`src/sers_defines.vh`:
```
`ifndef SERS_DEFINES_VH
`define SERS_DEFINES_VH

// clock rate and timing
`define SERS_CLK_MHZ          20
`define SERS_T_WC_MS          5
`define SERS_WC_CYCLES        (`SERS_T_WC_MS * 1000 * `SERS_CLK_MHZ)
`define SERS_POWER_UP_WAIT_US         100
`define SERS_PUP_CYCLES       (`SERS_POWER_UP_WAIT_US * `SERS_CLK_MHZ)

// opcodes, compared after masking the don't-care bit 3
`define SERS_OP_MASK          8'hF7
`define SERS_OP_WREN          8'h06
`define SERS_OP_WRDI          8'h04
`define SERS_OP_RDSR          8'h05
`define SERS_OP_WRSR          8'h01
`define SERS_OP_READ          8'h03
`define SERS_OP_WRITE         8'h02

// status byte field positions
`define SERS_ST_BUSY          0
`define SERS_ST_WEL           1
`define SERS_ST_BP_LO         2
`define SERS_ST_BP_HI         3
`define SERS_ST_PROTECT_PIN_ENABLE          7

// factory and reset values
`define SERS_FACTORY_BYTE     8'hFF
`define SERS_FACTORY_NV       3'h0
`define SERS_RST_WEL          1'b0
`define SERS_RST_BUSY         1'b0
// synchroniser reload: por, cs_n, sck, si low; hold_n, wp_n high (sck matches its idle level)
`define SERS_SYNC_RST         6'h03

`endif

```
`src/sers_sync2.v`:
```
`timescale 1ns/1ps
module sers_sync2 #(
    parameter WIDTH = 1
) (
    // clock and reset
    input  wire             clk_in,
    input  wire             rstn_in,
    // asynchronous levels in, synchronised levels out
    input  wire [WIDTH-1:0] async_in,
    input  wire [WIDTH-1:0] rst_val_in,
    output wire [WIDTH-1:0] sync_out
);

    reg [WIDTH-1:0] meta_q;
    reg [WIDTH-1:0] sync_q;

    always @(posedge clk_in) begin
        if (!rstn_in) begin
            meta_q <= rst_val_in;
            sync_q <= rst_val_in;
        end else begin
            meta_q <= async_in;
            sync_q <= meta_q;
        end
    end

    assign sync_out = sync_q;

endmodule // sers_sync2

```
`src/sers_reset_state.v`:
```
`timescale 1ns/1ps
`include "sers_defines.vh"
module sers_reset_state #(
    parameter WC_CYCLES = `SERS_WC_CYCLES
) (
    // clock and reset
    input  wire        clk_in,
    input  wire        rstn_in,
    // power-on detector and factory programming
    input  wire        por_ok_in,
    input  wire        factory_init_in,
    // serial pins
    input  wire        cs_n_in,
    input  wire        sck_in,
    input  wire        si_in,
    input  wire        hold_n_in,
    input  wire        wp_n_in,
    output wire        so_out,
    output wire        so_oe_out,
    // device state
    output wire        standby_out,
    output wire        selected_out,
    output wire        held_out,
    output wire        iface_reset_out,
    // status bits and read address
    output wire        write_enable_latch_out,
    output wire        ready_busy_flag_out,
    output wire        protect_pin_enable_out,
    output wire        block_protect_high_out,
    output wire        block_protect_low_out,
    output wire [15:0] read_addr_out
);

    localparam [7:0] ST_RESET   = 8'h01;
    localparam [7:0] ST_STANDBY = 8'h02;
    localparam [7:0] ST_OPC     = 8'h04;
    localparam [7:0] ST_ADDR    = 8'h08;
    localparam [7:0] ST_READ    = 8'h10;
    localparam [7:0] ST_RDSR    = 8'h20;
    localparam [7:0] ST_WRSR    = 8'h40;
    localparam [7:0] ST_IGNORE  = 8'h80;

    // synchronised pins: por, cs_n, sck, si, hold_n, wp_n
    wire [5:0] pins_s;
    sers_sync2 #(
        .WIDTH (6)
    ) u_sync (
        .clk_in     (clk_in),
        .rstn_in    (rstn_in),
        .async_in   ({por_ok_in, cs_n_in, sck_in, si_in, hold_n_in, wp_n_in}),
        .rst_val_in (`SERS_SYNC_RST),
        .sync_out   (pins_s)
    );

    wire por_s  = pins_s[5];
    wire cs_n_s = pins_s[4];
    wire sck_s  = pins_s[3];
    wire si_s   = pins_s[2];
    wire hold_s = pins_s[1];
    wire wp_s   = pins_s[0];

    reg  [7:0]  state_q;
    reg         cs_prev_q;
    reg         sck_prev_q;
    reg         held_q;
    reg         sck_seen_q;
    reg         ifr_q;
    reg  [7:0]  rx_q;
    reg  [2:0]  bit_q;
    reg         addr_byte_q;
    reg  [15:0] addr_q;
    reg  [7:0]  tx_q;
    reg         so_q;
    reg         oe_q;
    reg         wel_q;
    reg         busy_q;
    reg  [16:0] wc_cnt_q;
    reg  [7:0]  wrsr_data_q;
    reg         wrsr_full_q;
    reg         wrsr_kill_q;
    // nonvolatile: not touched by reset, only by factory init or a status write
    reg  [2:0]  nv_q;

    wire cs_fall  = cs_prev_q & ~cs_n_s;
    wire cs_rise  = ~cs_prev_q & cs_n_s;
    wire sck_rise = ~sck_prev_q & sck_s & ~held_q;
    wire sck_fall = sck_prev_q & ~sck_s & ~held_q;
    wire active   = |(state_q & (ST_OPC | ST_ADDR | ST_READ | ST_RDSR | ST_WRSR | ST_IGNORE));
    wire [7:0] rx_next = {rx_q[6:0], si_s};
    wire [7:0] opcode  = rx_next & `SERS_OP_MASK;
    wire       wp_block = nv_q[2] & ~wp_s;
    wire [7:0] status  = {nv_q[2], 3'h0, nv_q[1], nv_q[0], wel_q, busy_q};

    // nonvolatile protect bits, factory load clears them
    always @(posedge clk_in) begin
        if (factory_init_in) begin
            nv_q <= `SERS_FACTORY_NV;
        end else if (cs_rise && state_q == ST_WRSR && wrsr_full_q && !wrsr_kill_q
                     && wel_q && !busy_q && !held_q) begin
            nv_q <= {wrsr_data_q[`SERS_ST_PROTECT_PIN_ENABLE], wrsr_data_q[`SERS_ST_BP_HI],
                     wrsr_data_q[`SERS_ST_BP_LO]};
        end
    end

    always @(posedge clk_in) begin
        if (!rstn_in) begin
            state_q     <= ST_RESET;
            cs_prev_q   <= 1'b0;
            sck_prev_q  <= 1'b0;
            held_q      <= 1'b0;
            sck_seen_q  <= 1'b0;
            ifr_q       <= 1'b0;
            rx_q        <= 8'h00;
            bit_q       <= 3'h0;
            addr_byte_q <= 1'b0;
            addr_q      <= 16'h0000;
            tx_q        <= 8'h00;
            so_q        <= 1'b0;
            oe_q        <= 1'b0;
            wel_q       <= `SERS_RST_WEL;
            busy_q      <= `SERS_RST_BUSY;
            wc_cnt_q    <= 17'h00000;
            wrsr_data_q <= 8'h00;
            wrsr_full_q <= 1'b0;
            wrsr_kill_q <= 1'b0;
        end else begin
            sck_prev_q <= sck_s;
            ifr_q      <= 1'b0;
            // self-timed status write cycle
            if (busy_q) begin
                if (wc_cnt_q == 17'h00001) begin
                    busy_q <= 1'b0;
                    wel_q  <= 1'b0;
                end
                wc_cnt_q <= wc_cnt_q - 17'h00001;
            end
            if (!por_s) begin
                // edge history held low so a select already low never counts
                state_q   <= ST_RESET;
                cs_prev_q <= 1'b0;
                held_q    <= 1'b0;
                oe_q      <= 1'b0;
                wel_q     <= `SERS_RST_WEL;
                busy_q    <= `SERS_RST_BUSY;
                wc_cnt_q  <= 17'h00000;
            end else begin
                cs_prev_q <= cs_n_s;
                case (state_q)
                    ST_RESET: begin
                        state_q <= ST_STANDBY;
                    end
                    ST_STANDBY: begin
                        oe_q <= 1'b0;
                        if (cs_fall) begin
                            state_q    <= ST_OPC;
                            bit_q      <= 3'h0;
                            sck_seen_q <= 1'b0;
                        end
                    end
                    default: begin
                        // hold starts only while sck is low; it ends while sck is low or on deselect
                        if (!sck_s) begin
                            held_q <= ~hold_s;
                        end
                        if (state_q == ST_WRSR && wp_block) begin
                            wrsr_kill_q <= 1'b1;
                        end
                        if (cs_rise) begin
                            state_q     <= ST_STANDBY;
                            oe_q        <= 1'b0;
                            held_q      <= 1'b0;
                            wrsr_full_q <= 1'b0;
                            wrsr_kill_q <= 1'b0;
                            // a select with no clocks is an interface reset
                            ifr_q       <= ~sck_seen_q;
                            if (held_q) begin
                                wel_q <= 1'b0;
                            end else if (state_q == ST_WRSR && wrsr_full_q &&
                                         !wrsr_kill_q && wel_q && !busy_q) begin
                                busy_q   <= 1'b1;
                                wc_cnt_q <= WC_CYCLES[16:0];
                            end
                        end else if (held_q) begin
                            oe_q <= 1'b0;
                        end else begin
                            if (sck_rise) begin
                                sck_seen_q <= 1'b1;
                                rx_q       <= rx_next;
                                bit_q      <= bit_q + 3'h1;
                            end
                            case (state_q)
                                ST_OPC: begin
                                    if (sck_rise && bit_q == 3'h7) begin
                                        if (busy_q && opcode != `SERS_OP_RDSR) begin
                                            state_q <= ST_IGNORE;
                                        end else begin
                                            case (opcode)
                                                `SERS_OP_WREN: begin
                                                    wel_q   <= 1'b1;
                                                    state_q <= ST_IGNORE;
                                                end
                                                `SERS_OP_WRDI: begin
                                                    wel_q   <= 1'b0;
                                                    state_q <= ST_IGNORE;
                                                end
                                                `SERS_OP_RDSR: begin
                                                    tx_q    <= status;
                                                    state_q <= ST_RDSR;
                                                end
                                                `SERS_OP_WRSR: begin
                                                    wrsr_kill_q <= wp_block;
                                                    state_q     <= ST_WRSR;
                                                end
                                                `SERS_OP_READ: begin
                                                    addr_byte_q <= 1'b0;
                                                    state_q     <= ST_ADDR;
                                                end
                                                default: begin
                                                    // array writes live elsewhere
                                                    state_q <= ST_IGNORE;
                                                end
                                            endcase
                                        end
                                    end
                                end
                                ST_ADDR: begin
                                    if (sck_rise && bit_q == 3'h7) begin
                                        addr_q      <= {addr_q[7:0], rx_next};
                                        addr_byte_q <= 1'b1;
                                        if (addr_byte_q) begin
                                            tx_q    <= `SERS_FACTORY_BYTE;
                                            state_q <= ST_READ;
                                        end
                                    end
                                end
                                ST_READ, ST_RDSR: begin
                                    if (sck_fall) begin
                                        so_q <= tx_q[7];
                                        oe_q <= 1'b1;
                                        if (state_q == ST_RDSR) begin
                                            tx_q <= {tx_q[6:0], tx_q[7]};
                                        end else begin
                                            // unwritten array repeats the factory byte
                                            tx_q <= {tx_q[6:0], 1'b1};
                                        end
                                    end
                                    if (sck_rise && bit_q == 3'h7 && state_q == ST_READ) begin
                                        addr_q <= addr_q + 16'h0001;
                                    end
                                    if (sck_rise && bit_q == 3'h7 && state_q == ST_RDSR) begin
                                        tx_q <= status;
                                    end
                                end
                                ST_WRSR: begin
                                    if (sck_rise && bit_q == 3'h7 && !wrsr_full_q) begin
                                        wrsr_data_q <= rx_next;
                                        wrsr_full_q <= 1'b1;
                                    end
                                end
                                default: begin
                                    // invalid or finished opcode: wait for deselect
                                    oe_q <= 1'b0;
                                end
                            endcase
                        end
                    end
                endcase
            end
        end
    end

    assign so_out                 = so_q;
    assign so_oe_out              = oe_q & active & ~held_q & ~cs_n_s;
    assign standby_out            = (state_q == ST_STANDBY);
    assign selected_out           = active;
    assign held_out               = held_q;
    assign iface_reset_out        = ifr_q;
    assign write_enable_latch_out = wel_q;
    assign ready_busy_flag_out    = busy_q;
    assign protect_pin_enable_out = nv_q[2];
    assign block_protect_high_out = nv_q[1];
    assign block_protect_low_out  = nv_q[0];
    assign read_addr_out          = addr_q;

endmodule // sers_reset_state

```
`config.mk`:
```
export PLATFORM = sky130hd
export DESIGN_NAME = sers_reset_state
export DESIGN_NICKNAME = d
export VERILOG_FILES = /design/src/sers_sync2.v /design/src/sers_reset_state.v
export VERILOG_INCLUDE_DIRS = /design/src /design/src/src
export SDC_FILE = /design/constraint.sdc
export NUM_CORES = 1
export LEC_CHECK = 0
export ABC_AREA = 1
export BUFFER_PORTS_ARGS = -buffer_cell sky130_fd_sc_hd__buf_4
export CAP_MARGIN = 15
export CORE_UTILIZATION = 60
export CTS_BUF_LIST = sky130_fd_sc_hd__clkbuf_4 sky130_fd_sc_hd__clkbuf_8 sky130_fd_sc_hd__clkbuf_16
export CTS_CLUSTER_DIAMETER = 80
export CTS_CLUSTER_SIZE = 28
export DETAILED_ROUTE_END_ITERATION = 6
export GPL_TIMING_DRIVEN = 0
export PLACE_DENSITY = 0.8
export SLEW_MARGIN = 20
export SYNTH_ARGS = -nofsm -noshare
export SYNTH_HDL_FRONTEND = slang
export SYNTH_SLANG_ARGS = --single-unit
```
`constraint.sdc`:
```
create_clock -name clk_in -period 2.39 [get_ports clk_in]
set_clock_uncertainty 0.15 [all_clocks]
set_input_delay 0.5975 -clock clk_in [delete_from_list [all_inputs] [get_ports clk_in]]
set_output_delay 0.5975 -clock clk_in [all_outputs]
set_load 0.1 [all_outputs]
```
==> results by group <==
Global routing
  • Initial antenna violation count: 0
  • Global-route wire length before repair: 19400 µm
  • Largest net degree at the start of global routing: 15
  • Number of global-route vias before repair: 4215
  • Overall global routing resource usage: 29.6%
  • GRT Residual Overflow: 0

Place
  • Detailed-placement wirelength estimate: 8920 µm
  • Post-Place Cells: 832
  • Final estimated routing congestion in global placement: 0.938
  • # port buffers: 34

Layout
  • Fin cells: 847
  • Fill cell instance count of the final layout: 626
  • Area growth from synthesis to layout: 13.3%
  • ANT cells: 0
  • Layout Nets: 758
  • Most common library cell in the layout ignoring fill and taps: sky130_fd_sc_hd__nand2_1
  • Commonest cells after routing, fill and taps aside: sky130_fd_sc_hd__nand2_1 (157), sky130_fd_sc_hd__nor2_1 (137), sky130_fd_sc_hd__dfxtp_1 (84)
  • Fraction of final layout cells with drive strength greater than 1: 13.4%

Floorplanning
  • Io pins: 36
  • Number of cell rows: 31
  • DIE AREA: 8090 µm²
  • Floorplan die width: 90.0 µm
  • Starting Density: 63.0%
  • Vertical extent of the die: 90.0 µm
  • Core outline area: 7370 µm²

Logic synthesis
  • EDFF count, synth: 0
  • Sequential fraction of the synthesis area: 38.4%
  • Synth area leaders: sky130_fd_sc_hd__dfxtp_1 (38%), sky130_fd_sc_hd__nand2_1 (13%), sky130_fd_sc_hd__nor2_1 (11%)
  • Yosys warns: 0
  • Asr flop ratio synth: 0%
  • Cell area after synthesis: 4640 µm²
  • Post-Synthesis Net Count: 713
  • Number of register bits inferred by synthesis: 89
  • Post-Synthesis Mean Instance Area: 6.64 µm²
  • Number of library cell types mapped by synthesis: 40
  • Proportion of netlist area held by the largest area contributor: 38.4%
  • Leading area contributor after synthesis: sky130_fd_sc_hd__dfxtp_1
  • Most used flip-flop cell after synthesis: sky130_fd_sc_hd__dfxtp_1
  • Gate Count Post-Synth: 699

Worst setup path
  • WS Path Type: reg -> out
  • Slowest stage delay, CP: 0.37 ns
  • Highest-delay cell along the critical path: sky130_fd_sc_hd__dfxtp_1
  • Arrival time of the worst setup path: 1.54 ns
  • CP Cell Sequence: nor2_4 -> nand2_4 -> inv_4 -> nand2_2 -> nand4_1 -> clkinvlp_4 -> buf_6
  • Required time of the worst setup path: 1.64 ns
  • Maximum net fanout on the critical path: 5
  • Capturing element type of the critical path: primary output
  • Worst Setup Start Kind: flip-flop

Route
  • Number of vias in the routed layout: 4596
  • Remaining number of nets flagged by the antenna check after routing: 0
  • Length of the first detailed-routing pass in iterations: 5
  • Average routed wire per standard cell: 13.8 µm
  • DRC: 0
  • Via-per-instance ratio: 5.43
  • Total Routed Length: 11700 µm
  • Initial detailed-routing violation count: 244

Timing
  • Slew Limit Fails: 0
  • Final hold violation count: 0
  • Max_slew headroom: 58.2%
  • Unrepaired setup endpoints after global routing: false
  • Final setup fails: 0
  • Final worst path period share: 95.9%
  • Pin slew with the least headroom to its limit: 0.627 ns
  • FMAX: 436 MHz
  • Setup TNS: 0 ns
  • Time the worst path needs with I/O delays and setup: 2.29 ns

Worst hold path
  • Hold Path Class: in -> reg

Status
  • Run status: finished, final reports clean

CTS
  • Clock root buffer: sky130_fd_sc_hd__clkbuf_8
  • Insertion delay of the later-clocked pin in the worst-skew pair: 0.36 ns
  • H-tree depth: 3
  • Sinks on the clock net: 89
  • Post-CTS Repair Setup Buffers: 0
  • Clock transition at path regs: 0.09 ns
  • Cts bufs inserted: 9
  • TritonCTS clock tree: built
  • Number of buffers added to fix hold violations after cts: 0
  • Maximum clock path buffer count: 2
  • CTS-repair resized insts: 0

Flow run
  • Max-cap check violation count: 0

Power and ir drop
  • Static leakage: 2.32 nW
  • Switching portion of total power: 22.9%
  • Peak supply drop: 454 µV
  • P_sw: 0.634 mW
  • Combinational fraction of design power: 4.9%
  • Clk network pwr share: 40.8%
  • Internal power consumption: 2.13 mW
  • Pwr Density: 525 nW/µm²
  • Sequential group share of total power: 54.3%
-- synthesized netlist by cell type, drive strengths merged (4+ instances only) --
cell    instances
a211oi          4
a21oi          39
buf             9
clkbuf          8
dfxtp          89
ha              5
inv            85
nand2         163
nand3          47
nand4           7
nor2          150
nor3           15
o21ai          44
or2             7
xnor2           9
xor2            5
-- cells by family after synthesis --
kind of cell	after synthesis	synth area share, %
simple gates	394	37.5
compound gates	95	11.1
flops	89	38.4
buf+inv	102	9.03
xor+xnor	14	2.64
fa+ha+maj	5	1.35
-- power by group through the flow --
stage / clock [mW] / combinational [mW] / sequential (mW)
after floorplan: 0 / 0.0937 / 1.54
after global placement: 0 / 0.130 / 1.54
after detailed placement: 0 / 0.132 / 1.54
after CTS: 1.14 / 0.133 / 1.50
after global routing: 1.20 / 0.148 / 1.50
final: 1.13 / 0.135 / 1.50
-- registers in the layout (all words and copies together) (netlist names) --
register	cells
wc_cnt_q	17
read_addr_out	16
state_q	8
tx_q	8
rx_q	7
u_sync.meta_q	6
u_sync.sync_out	6
bit_q	3
nv_q	3
wrsr_data_q	3
addr_byte_q	1
cs_prev_q	1
held_out	1
iface_reset_out	1
oe_q	1
ready_busy_flag_out	1
sck_prev_q	1
sck_seen_q	1
so_out	1
write_enable_latch_out	1
wrsr_full_q	1
wrsr_kill_q	1
-- path summary, 6_finish.rpt --
kind         slack [ns]  depth (start not counted)                            end                        start
min                0.26                          3    u_sync.meta_q[4]$_SDFF_PN0_                      cs_n_in
max reg2reg        0.19                         11           tx_q[7]$_SDFFE_PN0P_        bit_q[0]$_SDFFE_PN0P_
max                 0.1                          7                      so_oe_out      state_q[6]$_SDFFE_PN0P_
min reg2reg        0.27                          1  u_sync.sync_out[1]$_SDFF_PN1_  u_sync.meta_q[1]$_SDFF_PN1_
-- routing by layer --
metal	part of all wire [%]	up-vias	global-route usage [%]
met5	0	-	0
met1	46	2140	38.3
met3	5.4	24	5.58
met4	1.6	0	9.81
li1	-	2301	-
met2	47	131	49.9
-- through the flow --
stage	hold WS [ns]	instance area, µm²	utilization [%]	setup WS [ns]	power (mW)
after floorplan	0.240	4650	-	-0.0193	1.63
after global placement	0.241	5030	68.3	0.0979	1.67
after detailed placement	0.250	5030	68.3	0.111	1.67
after CTS	0.253	5250	71.2	0.0283	2.77
after global routing	0.246	5260	71.4	0.00703	2.85
final	0.259	5260	71.4	0.0986	2.76
-- layout make-up --
cell class / count / area [µm²] / area share [%]
Tap cell: 99 / 124 / 2.35
Sequential cell: 89 / 1790 / 34.0
Clock buffer: 10 / 131 / 2.50
Clock inverter: 5 / 81.3 / 1.55
Timing Repair Buffer: 34 / 263 / 4.99
Inverter: 85 / 325 / 6.18
Multi-Input combinational cell: 508 / 2450 / 46.6
Buffer: 17 / 97.6 / 1.85
-- worst max-delay path, delay by kind of cell (launching register included) --
family | cells | cell delay (ns)
DFF | 1 | 0.37
buffers and inverters | 3 | 0.39
and+or+nand+nor | 4 | 0.43
No activity file was read; power rests on OpenSTA's default activity.
